File: src/hw/usct_pkg.sv
// constants shared by the receive time-out, special character and baud block
// Functional notes
// - with feature bit 5 set, matching received characters are flagged and still stored
// - with feature bit 5 set, each received character is compared with the second xoff; match sets status bit 4
// - comparison uses only the low bits the word length selects (5 to 8)
// - character register bit 0 meets the first received data bit
// - three flow interrupts are enabled separately by enable bits 5 to 7
// - after reset the transmit interrupt is enabled and holding-empty is pending
// - only the highest pending source is reported; cts/rts rank lowest
// - data ready and time-out share one level, both enabled by enable bit 0
// - no time-out is raised while the receive fifo is empty
// - time-out count restarts at each stop bit centre and each holding read
// - time-out expires after four times word length plus twelve bit times
// - baud generator divides the master clock by a 16-bit divisor 1 to 65535
// - modem control bit 7 adds a divide-by-4 prescaler, else divide by 1
// - baud clock output runs at sixteen times the bit rate
// - software writes divisor high byte and low byte to their own registers
// - one baud generator times both transmitter and receiver
// - divisor registers are reachable only while line control bit 7 is 1
// - feature and character registers are reachable only while line control is bf
package usct_pkg;
	localparam int          USCT_FIFO_WIDTH  = 8;
	localparam int          USCT_FIFO_DEPTH  = 8;
	// register addresses per bank
	localparam logic [2:0]  USCT_A_RHR       = 3'h0;
	localparam logic [2:0]  USCT_A_IER       = 3'h1;
	localparam logic [2:0]  USCT_A_ISR       = 3'h2;
	localparam logic [2:0]  USCT_A_LCR       = 3'h3;
	localparam logic [2:0]  USCT_A_MCR       = 3'h4;
	localparam logic [2:0]  USCT_A_LSR       = 3'h5;
	localparam logic [2:0]  USCT_A_DIV_LO    = 3'h0;
	localparam logic [2:0]  USCT_A_DIV_HI    = 3'h1;
	localparam logic [2:0]  USCT_A_EFR       = 3'h2;
	localparam logic [2:0]  USCT_A_XOFF2     = 3'h7;
	localparam logic [7:0]  USCT_LCR_KEY     = 8'hbf;
	// field positions
	localparam int          USCT_LCR_DLAB    = 7;
	localparam int          USCT_MCR_PRESC   = 7;
	localparam int          USCT_EFR_SPEC    = 5;
	localparam int          USCT_IER_RX      = 0;
	localparam int          USCT_IER_THR     = 1;
	localparam int          USCT_IER_MODEM   = 3;
	localparam int          USCT_IER_SPEC    = 5;
	localparam int          USCT_IER_RTS     = 6;
	localparam int          USCT_IER_CTS     = 7;
	localparam int          USCT_LSR_DR      = 0;
	localparam int          USCT_LSR_THRE    = 5;
	// reset values
	localparam logic [7:0]  USCT_LCR_RST     = 8'h00;
	localparam logic [7:0]  USCT_IER_RST     = 8'h02;
	localparam logic [7:0]  USCT_MCR_RST     = 8'h00;
	localparam logic [7:0]  USCT_EFR_RST     = 8'h00;
	localparam logic [7:0]  USCT_XOFF2_RST   = 8'h00;
	localparam logic [15:0] USCT_DIV_RST     = 16'h0001;
	// interrupt source codes
	localparam logic [7:0]  USCT_ISR_NONE    = 8'h01;
	localparam logic [7:0]  USCT_ISR_RXRDY   = 8'h04;
	localparam logic [7:0]  USCT_ISR_RXTO    = 8'h0c;
	localparam logic [7:0]  USCT_ISR_THR     = 8'h02;
	localparam logic [7:0]  USCT_ISR_MODEM   = 8'h00;
	localparam logic [7:0]  USCT_ISR_SPEC    = 8'h10;
	localparam logic [7:0]  USCT_ISR_FLOW    = 8'h20;
	// timing counts
	localparam logic [1:0]  USCT_PRESC_LAST  = 2'h3;
	localparam logic [3:0]  USCT_SMP_LAST    = 4'hf;
	localparam logic [3:0]  USCT_WL_BASE     = 4'h5;
	localparam int          USCT_TO_MUL      = 4;
	localparam logic [5:0]  USCT_TO_ADD      = 6'h0c;
endpackage : usct_pkg

File: src/hw/usct_fifo_if.sv
// carrier between the main block and its receive fifo
`timescale 1ns/1ns
`default_nettype none
interface usct_fifo_if #(parameter int WIDTH = 8);
	logic             push_valid;
	logic             push_ready;
	logic [WIDTH-1:0] push_data;
	logic             pop_valid;
	logic             pop_ready;
	logic [WIDTH-1:0] pop_data;
	modport user  (output push_valid, push_data, pop_ready,
	               input  push_ready, pop_valid, pop_data);
	modport store (input  push_valid, push_data, pop_ready,
	               output push_ready, pop_valid, pop_data);
endinterface : usct_fifo_if
`default_nettype wire

File: src/hw/usct_fifo.sv
// receive fifo with registered storage, room and empty flags
`timescale 1ns/1ns
`default_nettype none
module usct_fifo #(
	parameter int WIDTH = 8,
	parameter int DEPTH = 8
) (
	input  wire logic   mclk,
	input  wire logic   rst_n,
	usct_fifo_if.store  f
);
	localparam int AW = $clog2(DEPTH);

	typedef struct packed {
		logic [DEPTH-1:0][WIDTH-1:0] mem;
		logic [AW-1:0]               wp;
		logic [AW-1:0]               rp;
		logic [AW:0]                 cnt;
		logic                        room;
		logic                        empty;
	} usct_fifo_st_type;

	usct_fifo_st_type s_r;
	usct_fifo_st_type s_nxt;
	logic             push;
	logic             pop;

	////////////////////////////////////////////////////////////////////////
	always_comb begin
		s_nxt = s_r;
		push  = f.push_valid && s_r.room;
		pop   = f.pop_ready && !s_r.empty;
		if (push) begin
			s_nxt.mem[s_r.wp] = f.push_data;
			s_nxt.wp = (s_r.wp == AW'(DEPTH - 1)) ? '0 : s_r.wp + 1'b1;
		end
		if (pop) begin
			s_nxt.rp = (s_r.rp == AW'(DEPTH - 1)) ? '0 : s_r.rp + 1'b1;
		end
		if (push && !pop) begin
			s_nxt.cnt = s_r.cnt + 1'b1;
		end else if (pop && !push) begin
			s_nxt.cnt = s_r.cnt - 1'b1;
		end
		s_nxt.room  = (s_nxt.cnt != (AW+1)'(DEPTH));
		s_nxt.empty = (s_nxt.cnt == '0);
	end

	always_ff @(posedge mclk) begin
		if (!rst_n) begin
			s_r       <= '0;
			s_r.empty <= 1'b1;
			s_r.room  <= 1'b1;
		end else begin
			s_r <= s_nxt;
		end
	end

	// ready and valid come from flags, so the source sees back-pressure
	assign f.push_ready = s_r.room;
	assign f.pop_valid  = !s_r.empty;
	assign f.pop_data   = s_r.mem[s_r.rp];
endmodule : usct_fifo
`default_nettype wire

File: src/hw/usct_top.sv
// receive time-out, special character, interrupt priority and baud generator
`timescale 1ns/1ns
`default_nettype none
module usct_top (
	input  wire logic        mclk,
	input  wire logic        rst_n,
	input  wire logic        host_wr,
	input  wire logic        host_rd,
	input  wire logic [2:0]  host_addr,
	input  wire logic [7:0]  host_wdata,
	output logic      [7:0]  host_rdata_r,
	output logic             irq_r,
	input  wire logic        rx_valid,
	input  wire logic [7:0]  rx_data,
	output logic             rx_ready,
	input  wire logic        rx_stop_mid,
	input  wire logic        thr_empty,
	input  wire logic        modem_int,
	input  wire logic        cts_evt,
	input  wire logic        rts_evt,
	output logic             thr_wr_r,
	output logic      [7:0]  thr_data_r,
	output logic             sample_tick_r,
	output logic             baud_clock_out_n,
	output logic      [7:0]  line_control_out,
	output logic      [7:0]  feature_out
);
	typedef struct packed {
		logic [7:0]  line_control_reg;
		logic [7:0]  interrupt_enable_reg;
		logic [7:0]  modem_control_reg;
		logic [7:0]  enhanced_feature_reg;
		logic [7:0]  xoff2;
		logic [15:0] divisor;
		logic [1:0]  presc_cnt;
		logic [15:0] div_cnt;
		logic        stick;
		logic        bclk_n;
		logic [3:0]  smp_cnt;
		logic [5:0]  to_cnt;
		logic        to_flag;
		logic        spec_flag;
		logic        thr_flag;
		logic        thr_prev;
		logic        flow_flag;
		logic [7:0]  rdata;
		logic        irq;
		logic        thr_wr;
		logic [7:0]  thr_data;
	} usct_state_type;

	usct_state_type s_r;
	usct_state_type s_nxt;

	usct_fifo_if #(.WIDTH(usct_pkg::USCT_FIFO_WIDTH)) rxf ();

	usct_fifo #(
		.WIDTH (usct_pkg::USCT_FIFO_WIDTH),
		.DEPTH (usct_pkg::USCT_FIFO_DEPTH)
	) u_rx_fifo (
		.mclk  (mclk),
		.rst_n (rst_n),
		.f     (rxf.store)
	);

	logic       bank_key;
	logic       bank_div;
	logic       rhr_rd;
	logic       isr_rd;
	logic       push_ok;
	logic       presc_tick;
	logic       bit_tick;
	logic       restart;
	logic [3:0] word_len;
	logic [5:0] to_limit;
	logic [7:0] cmp_mask;
	logic       spec_hit;
	logic [7:0] isr_code;
	logic       thr_rise;

	////////////////////////////////////////////////////////////////////////
	// decode and combinational helpers
	always_comb begin
		bank_key = (s_r.line_control_reg == usct_pkg::USCT_LCR_KEY);
		bank_div = s_r.line_control_reg[usct_pkg::USCT_LCR_DLAB];
		rhr_rd   = host_rd && !bank_div
		           && (host_addr == usct_pkg::USCT_A_RHR);
		isr_rd   = host_rd && !bank_key
		           && (host_addr == usct_pkg::USCT_A_ISR);
		push_ok  = rx_valid && rxf.push_ready;
		presc_tick = !s_r.modem_control_reg[usct_pkg::USCT_MCR_PRESC]
		             || (s_r.presc_cnt == usct_pkg::USCT_PRESC_LAST);
		bit_tick = s_r.stick && (s_r.smp_cnt == usct_pkg::USCT_SMP_LAST);
		restart  = rx_stop_mid || rhr_rd;
		word_len = usct_pkg::USCT_WL_BASE
		           + {2'b00, s_r.line_control_reg[1:0]};
		to_limit = 6'(usct_pkg::USCT_TO_MUL * word_len)
		           + usct_pkg::USCT_TO_ADD;
		// bit 0 of the mask covers the first data bit received
		cmp_mask = 8'hff >> (2'h3 - s_r.line_control_reg[1:0]);
		spec_hit = push_ok
		           && s_r.enhanced_feature_reg[usct_pkg::USCT_EFR_SPEC]
		           && ((rx_data & cmp_mask) == (s_r.xoff2 & cmp_mask));
		thr_rise = thr_empty && !s_r.thr_prev;
		// fixed priority, one source at a time
		if (s_r.interrupt_enable_reg[usct_pkg::USCT_IER_RX]
		    && s_r.to_flag) begin
			isr_code = usct_pkg::USCT_ISR_RXTO;
		end else if (s_r.interrupt_enable_reg[usct_pkg::USCT_IER_RX]
		             && rxf.pop_valid) begin
			isr_code = usct_pkg::USCT_ISR_RXRDY;
		end else if (s_r.interrupt_enable_reg[usct_pkg::USCT_IER_THR]
		             && s_r.thr_flag) begin
			isr_code = usct_pkg::USCT_ISR_THR;
		end else if (s_r.interrupt_enable_reg[usct_pkg::USCT_IER_MODEM]
		             && modem_int) begin
			isr_code = usct_pkg::USCT_ISR_MODEM;
		end else if (s_r.interrupt_enable_reg[usct_pkg::USCT_IER_SPEC]
		             && s_r.spec_flag) begin
			isr_code = usct_pkg::USCT_ISR_SPEC;
		end else if ((s_r.interrupt_enable_reg[usct_pkg::USCT_IER_CTS]
		              || s_r.interrupt_enable_reg[usct_pkg::USCT_IER_RTS])
		             && s_r.flow_flag) begin
			isr_code = usct_pkg::USCT_ISR_FLOW;
		end else begin
			isr_code = usct_pkg::USCT_ISR_NONE;
		end
	end

	assign rxf.push_valid = rx_valid;
	assign rxf.push_data  = rx_data;
	assign rxf.pop_ready  = rhr_rd;

	////////////////////////////////////////////////////////////////////////
	// next state
	always_comb begin
		s_nxt = s_r;
		s_nxt.thr_wr = 1'b0;
		s_nxt.thr_prev = thr_empty;
		// register writes, gated by the bank selected in line control
		if (host_wr) begin
			if (host_addr == usct_pkg::USCT_A_LCR) begin
				s_nxt.line_control_reg = host_wdata;
			end else if (bank_key) begin
				if (host_addr == usct_pkg::USCT_A_EFR) begin
					s_nxt.enhanced_feature_reg = host_wdata;
				end else if (host_addr == usct_pkg::USCT_A_XOFF2) begin
					s_nxt.xoff2 = host_wdata;
				end
			end else if (bank_div) begin
				if (host_addr == usct_pkg::USCT_A_DIV_LO) begin
					s_nxt.divisor[7:0] = host_wdata;
				end else if (host_addr == usct_pkg::USCT_A_DIV_HI) begin
					s_nxt.divisor[15:8] = host_wdata;
				end
			end else begin
				unique case (host_addr)
					usct_pkg::USCT_A_RHR: begin
						s_nxt.thr_wr   = 1'b1;
						s_nxt.thr_data = host_wdata;
					end
					usct_pkg::USCT_A_IER: begin
						s_nxt.interrupt_enable_reg = host_wdata;
					end
					usct_pkg::USCT_A_MCR: begin
						s_nxt.modem_control_reg = host_wdata;
					end
					default: begin
					end
				endcase
			end
		end
		// reads: answer one cycle later, held until the next read
		if (host_rd) begin
			s_nxt.rdata = 8'h00;
			if (host_addr == usct_pkg::USCT_A_LCR) begin
				s_nxt.rdata = s_r.line_control_reg;
			end else if (bank_key) begin
				if (host_addr == usct_pkg::USCT_A_EFR) begin
					s_nxt.rdata = s_r.enhanced_feature_reg;
				end else if (host_addr == usct_pkg::USCT_A_XOFF2) begin
					s_nxt.rdata = s_r.xoff2;
				end
			end else if (bank_div && host_addr == usct_pkg::USCT_A_DIV_LO) begin
				s_nxt.rdata = s_r.divisor[7:0];
			end else if (bank_div && host_addr == usct_pkg::USCT_A_DIV_HI) begin
				s_nxt.rdata = s_r.divisor[15:8];
			end else begin
				unique case (host_addr)
					usct_pkg::USCT_A_RHR: s_nxt.rdata = rxf.pop_data;
					usct_pkg::USCT_A_IER: s_nxt.rdata = s_r.interrupt_enable_reg;
					usct_pkg::USCT_A_ISR: s_nxt.rdata = isr_code;
					usct_pkg::USCT_A_MCR: s_nxt.rdata = s_r.modem_control_reg;
					usct_pkg::USCT_A_LSR: begin
						s_nxt.rdata[usct_pkg::USCT_LSR_DR]   = rxf.pop_valid;
						s_nxt.rdata[usct_pkg::USCT_LSR_THRE] = thr_empty;
					end
					default: s_nxt.rdata = 8'h00;
				endcase
			end
		end
		// baud generator shared by transmitter and receiver
		s_nxt.presc_cnt = s_r.presc_cnt + 1'b1;
		s_nxt.stick = 1'b0;
		if (s_r.divisor == 16'h0000) begin
			s_nxt.div_cnt = 16'h0000; // divisor zero stops the clock
		end else if (presc_tick) begin
			if (s_r.div_cnt >= s_r.divisor - 16'h0001) begin
				s_nxt.div_cnt = 16'h0000;
				s_nxt.stick   = 1'b1;
			end else begin
				s_nxt.div_cnt = s_r.div_cnt + 16'h0001;
			end
		end
		s_nxt.bclk_n = !s_nxt.stick;
		if (s_r.stick) begin
			s_nxt.smp_cnt = s_r.smp_cnt + 1'b1;
		end
		// receive time-out; the count parks at the limit so it fires once
		if (restart) begin
			s_nxt.to_cnt = 6'h00;
		end else if (bit_tick && s_r.to_cnt < to_limit) begin
			s_nxt.to_cnt = s_r.to_cnt + 6'h01;
		end
		if (rhr_rd || !rxf.pop_valid) begin
			s_nxt.to_flag = 1'b0;
		end
		if (bit_tick && !restart && rxf.pop_valid
		    && s_r.to_cnt == to_limit - 6'h01) begin
			s_nxt.to_flag = 1'b1;
		end
		// sticky sources: clear on reporting read, a new event wins
		if (isr_rd && isr_code == usct_pkg::USCT_ISR_THR) begin
			s_nxt.thr_flag = 1'b0;
		end
		if (host_wr && !bank_div && host_addr == usct_pkg::USCT_A_RHR) begin
			s_nxt.thr_flag = 1'b0;
		end
		if (thr_rise) begin
			s_nxt.thr_flag = 1'b1;
		end
		if (isr_rd && isr_code == usct_pkg::USCT_ISR_SPEC) begin
			s_nxt.spec_flag = 1'b0;
		end
		if (spec_hit) begin
			s_nxt.spec_flag = 1'b1;
		end
		if (isr_rd && isr_code == usct_pkg::USCT_ISR_FLOW) begin
			s_nxt.flow_flag = 1'b0;
		end
		if ((cts_evt
		     && s_r.interrupt_enable_reg[usct_pkg::USCT_IER_CTS])
		    || (rts_evt
		        && s_r.interrupt_enable_reg[usct_pkg::USCT_IER_RTS])) begin
			s_nxt.flow_flag = 1'b1;
		end
		s_nxt.irq = (isr_code != usct_pkg::USCT_ISR_NONE);
	end

	always_ff @(posedge mclk) begin
		if (!rst_n) begin
			s_r                      <= '0;
			s_r.line_control_reg     <= usct_pkg::USCT_LCR_RST;
			s_r.interrupt_enable_reg <= usct_pkg::USCT_IER_RST;
			s_r.modem_control_reg    <= usct_pkg::USCT_MCR_RST;
			s_r.enhanced_feature_reg <= usct_pkg::USCT_EFR_RST;
			s_r.xoff2                <= usct_pkg::USCT_XOFF2_RST;
			s_r.divisor              <= usct_pkg::USCT_DIV_RST;
			s_r.bclk_n               <= 1'b1;
			s_r.thr_flag             <= 1'b1;
			s_r.thr_prev             <= 1'b1;
		end else begin
			s_r <= s_nxt;
		end
	end

	assign host_rdata_r     = s_r.rdata;
	assign irq_r            = s_r.irq;
	assign thr_wr_r         = s_r.thr_wr;
	assign thr_data_r       = s_r.thr_data;
	assign sample_tick_r    = s_r.stick;
	assign baud_clock_out_n = s_r.bclk_n;
	assign line_control_out = s_r.line_control_reg;
	assign feature_out      = s_r.enhanced_feature_reg;
	assign rx_ready         = rxf.push_ready;
endmodule : usct_top
`default_nettype wire

File: config.mk
export PLATFORM = sky130hd
export DESIGN_NAME = usct_top
export DESIGN_NICKNAME = d
export VERILOG_FILES = /design/src/hw/usct_pkg.sv /design/src/hw/usct_fifo_if.sv /design/src/hw/usct_fifo.sv /design/src/hw/usct_top.sv
export SDC_FILE = /design/constraint.sdc
export NUM_CORES = 1
export LEC_CHECK = 0
export BUFFER_PORTS_ARGS = -buffer_cell sky130_fd_sc_hd__buf_2
export CELL_PAD_IN_SITES_DETAIL_PLACEMENT = 1
export CELL_PAD_IN_SITES_GLOBAL_PLACEMENT = 2
export CORE_MARGIN = 2
export CORE_UTILIZATION = 30
export CTS_BUF_LIST = sky130_fd_sc_hd__clkbuf_16
export DETAILED_ROUTE_END_ITERATION = 7
export PLACE_DENSITY_LB_ADDON = 0.08
export SLEW_MARGIN = 20
export SYNTH_ARGS = -nofsm -noshare
export SYNTH_HDL_FRONTEND = slang
export SYNTH_SLANG_ARGS = --single-unit
File: constraint.sdc
create_clock -name mclk -period 4.9 [get_ports mclk]
set_clock_uncertainty 0.1 [all_clocks]
set_input_delay 0.735 -clock mclk [delete_from_list [all_inputs] [get_ports mclk]]
set_output_delay 0.735 -clock mclk [all_outputs]
set_load 0.005 [all_outputs]
==> flow_summary.toml <==
[outcome]
run_status = "complete, no violations"

[die]
die_x_um = 180
floorplan.core_area_sq_um = 30600
io-pin-count = 66
initial_core_util_pct = 30.5
design.die.area_sq_um = 32500
row_count = 64
die_height_um = 180

[global_route]
globalRouteMet1Util_pct = 22.7
globalRoute.busiestLayer = "met2"
grt_max_degree = 91
first_global_vias = 7309
global_routing_met3_resource_utilization_pct = 2.91
grtUsageTotal_pct = 18.2
grt_pass1_wl_mm = 45.2
grt_use_met2_pct = 32.9
grt_remaining_overflow = 0
grt_antenna_before_repair = 0

[worst_setup_path]
worstSetupPathType = "register to register"
worst_ep_arrival_time_ns = 3.91
path_max_fanout = 13
timing.rr.start = "s_r[55]"
r2r_cells = 14
cp-start-kind = "register"
worst-endpoint-required_ns = 5.11
cp_slowest_cell = "sky130_fd_sc_hd__a21oi_2"
reg2reg_end = "s_r[42]"
worst_setup_path_startpoint = "s_r[55]"
critical_path.cell_chain = "nor3_1 > nor3b_1 > nand2b_1 > nor3_1 > nand2_1 > xor2_1 > ha_1 > nand2_1 > o21ai_0 > a211o_1 > o311ai_0 > buf_4 > a21oi_2 > nor2_1"
critical_path_s_top_delay_family = "simple AND/OR/NAND/NOR gates"
crit_path_max_incr_delay_ns = 0.55
critical_path.n_buffers_inverters = 1
critical_path.endpoint_type = "register"
reg2reg_slack_ns = 1.20

[sta]
report.final.setup_viol = 0
final.min_clock_period_ns = 3.70
layout_worst_path_cycle_share_pct = 75.6
finalSetupTns_ns = 0
max_clock_freq_mhz = 270
rsz_0062_raised_after_global_routing = "no"
maxSlewViolCount = 0
hold-worst-slack_ns = 0.324
relSlewSlack_pct = 29.6
tightest_slew_ns = 1.05
timing.final.hold_violations = 0

[clock_network]
clock_sinks = 185
cts-root-buf = "sky130_fd_sc_hd__clkbuf_16"
cts-resized-gates = 0
tritoncts = "yes"
clkLatencyLatePin_ns = 0.45
postCtsSetupRepairBufs = 0
cts_made_buffers = 17
max_h_tree_level = 4
clk_pin_slew_ns = 0.08
post_cts_hold_buffer_count = 0
max-clock-path-buffers = 2

[synth]
synthCells = 1033
syn_nets = 1094
post-synth-top-area-fraction_pct = 39.7
fraction_of_registers_with_async_set_reset_pct = 0
ys_seq_area_share_pct = 39.7
synth_area_leaders = "sky130_fd_sc_hd__dfxtp_1 (40%), sky130_fd_sc_hd__mux2i_1 (13%), sky130_fd_sc_hd__nor2_1 (6.6%)"
synth_ff_type = "sky130_fd_sc_hd__dfxtp_1"
count_of_warnings_emitted_by_yosys = 0
synth_enable_flop_cells = 0
syn_area_sq_um = 9330
post_synth.cell_area_avg_sq_um = 9.04
number_of_unique_standard_cell_types_used_by_synthesis = 67
synth_area_leader = "sky130_fd_sc_hd__dfxtp_1"
synth-seq-cells = 185

[final_layout]
antennaDiodeCount = 0
layout.cells.most_common = "sky130_fd_sc_hd__dfxtp_1"
final_cell_mix = "sky130_fd_sc_hd__dfxtp_1 (185), sky130_fd_sc_hd__nor2_1 (165), sky130_fd_sc_hd__mux2i_1 (119), sky130_fd_sc_hd__nand2_1 (85), sky130_fd_sc_hd__buf_2 (65)"
final_design_area_no_fill_sq_um = 10400
final_nets = 1091
multiInputGateArea_sq_um = 5090
area.sequential_sq_um = 3700
area.growth.synth_to_final_pct = 11.0
fillerInstances = 3541
drive_gt1_share_pct = 14.0

[routing]
drtIter0Drc = 337
post_dr_vias_cell = 5.02
vias = 7222
totalWireLength_mm = 29.4
detail_route.drc_violations = 0
wire_per_inst_um = 20.4
drt-pass1-iter-count = 4
ant_nets = 0

[hold_path]
worstHoldStart = "s_r[51]"
hold_class = "register to register"
holdPathStages = 1
hold_path_end = "s_r[51]"

[placed_design]
count_of_port_buffers_added_during_placement = 65
placed_area_sq_um = 9760
dpl.hpwl_mm = 20.7
gp_routability_congestion = 0.711

[run]
max-cap-violations = 0

[power]
vdd_ir_drop_max_v = 0.000249
leakage_nw = 4.11
power.density_nw_per_um2 = 314
==> through the flow <==
stage | utilization [%] | worst slack, ns | power, mW | instances
finish | 33.9 | 1.20 | 3.26 | 1439
floorplan | - | 1.40 | 1.76 | 1033
CTS | 33.9 | 1.11 | 3.32 | 1439
global placement | 31.9 | 1.21 | 1.85 | 1407
global route | 33.9 | 0.685 | 3.40 | 1439
detailed placement | 31.9 | 1.17 | 1.85 | 1407
==> where the power goes <==
| part | internal (mW) | switching, mW |
|---|---|---|
| logic | 0.0872 | 0.163 |
| registers | 1.53 | 0.0297 |
| clock network | 0.733 | 0.711 |
==> layout make-up <==
cell class / instances / share of cell area (%)
Tap cell: 396 / 4.78
Multi-Input combinational cell: 734 / 49.1
Clock inverter: 15 / 1.67
Timing Repair Buffer: 75 / 3.98
Sequential cell: 185 / 35.7
Inverter: 17 / 0.640
Clock buffer: 17 / 4.11
==> worst reg2reg max path, cell delays in order (launching register included) <==
cell and delay [ns]:
sky130_fd_sc_hd__dfxtp_1 0.37, sky130_fd_sc_hd__nor3_1 0.24, sky130_fd_sc_hd__nor3b_1 0.36, sky130_fd_sc_hd__nand2b_1 0.15, sky130_fd_sc_hd__nor3_1 0.32, sky130_fd_sc_hd__nand2_1 0.11, sky130_fd_sc_hd__xor2_1 0.15, sky130_fd_sc_hd__ha_1 0.32
sky130_fd_sc_hd__nand2_1 0.05, sky130_fd_sc_hd__o21ai_0 0.24, sky130_fd_sc_hd__a211o_1 0.14, sky130_fd_sc_hd__o311ai_0 0.13, sky130_fd_sc_hd__buf_4 0.19, sky130_fd_sc_hd__a21oi_2 0.55, sky130_fd_sc_hd__nor2_1 0.13
==> synthesized netlist by cell type (all sizes together), types with 3 or more instances <==
| library cell | count |
|---|---|
| and2 | 7 |
| nor3 | 20 |
| nand2 | 85 |
| buf | 42 |
| a22o | 8 |
| nand4 | 10 |
| nand2b | 9 |
| a31oi | 6 |
| nor3b | 5 |
| mux2i | 119 |
| ha | 32 |
| or3 | 4 |
| a211oi | 4 |
| xnor2 | 26 |
| a22oi | 7 |
| dfxtp | 185 |
| nor2 | 170 |
| o22ai | 3 |
| inv | 17 |
| a21oi | 56 |
| o21ai | 17 |
| o21a | 4 |
| a21boi | 3 |
| mux4 | 16 |
| nand3 | 32 |
| o211ai | 7 |
| clkbuf | 55 |
| nor4 | 4 |
| mux2 | 6 |
| xor2 | 22 |
| nor2b | 12 |
| and4 | 5 |
| a221oi | 3 |
==> cells by family (layout without fill, tap and decap cells) <==
family                     count (synthesis)  in the layout  synth area share [%]
AOI/OAI and AO/OA                        141            141                  10.0
xor gates and xnor gates                  48             48                  4.50
adders and majority gates                 32             32                  4.29
buffers and inverters                    114            124                  5.97
DFF                                      185            185                  39.7
muxes                                    141            141                  17.3
and+or+nand+nor                          372            372                  18.2
==> sequential cells by signal, indices dropped and copies added (netlist names) <==
register,cells
feature_out,8
baud_clock_out_n,1
sample_tick_r,1
thr_data_r,8
line_control_out,8
irq_r,1
u_rx_fifo.f.push_ready,1
host_rdata_r,8
s_r,73
u_rx_fifo.s_r,75
thr_wr_r,1
==> metal layers <==
| layer | vias up | wire (um) |
|---|---|---|
| met4 | 0 | 350 |
| met2 | 75 | 15000 |
| li1 | 3571 | - |
| met5 | - | 0 |
| met1 | 3555 | 13400 |
| met3 | 21 | 684 |
==> worst max path at each step <==
stage | depth (start not counted) | to
2_1_floorplan | 14 | s_r[42]
3_3_place_gp | 14 | s_r[44]
3_5_place_dp | 14 | s_r[42]
4_1_cts | 14 | s_r[45]
5_1_grt | 14 | s_r[42]
6_report | 14 | s_r[42]
Note: power is estimated with default switching activity, not from simulation.
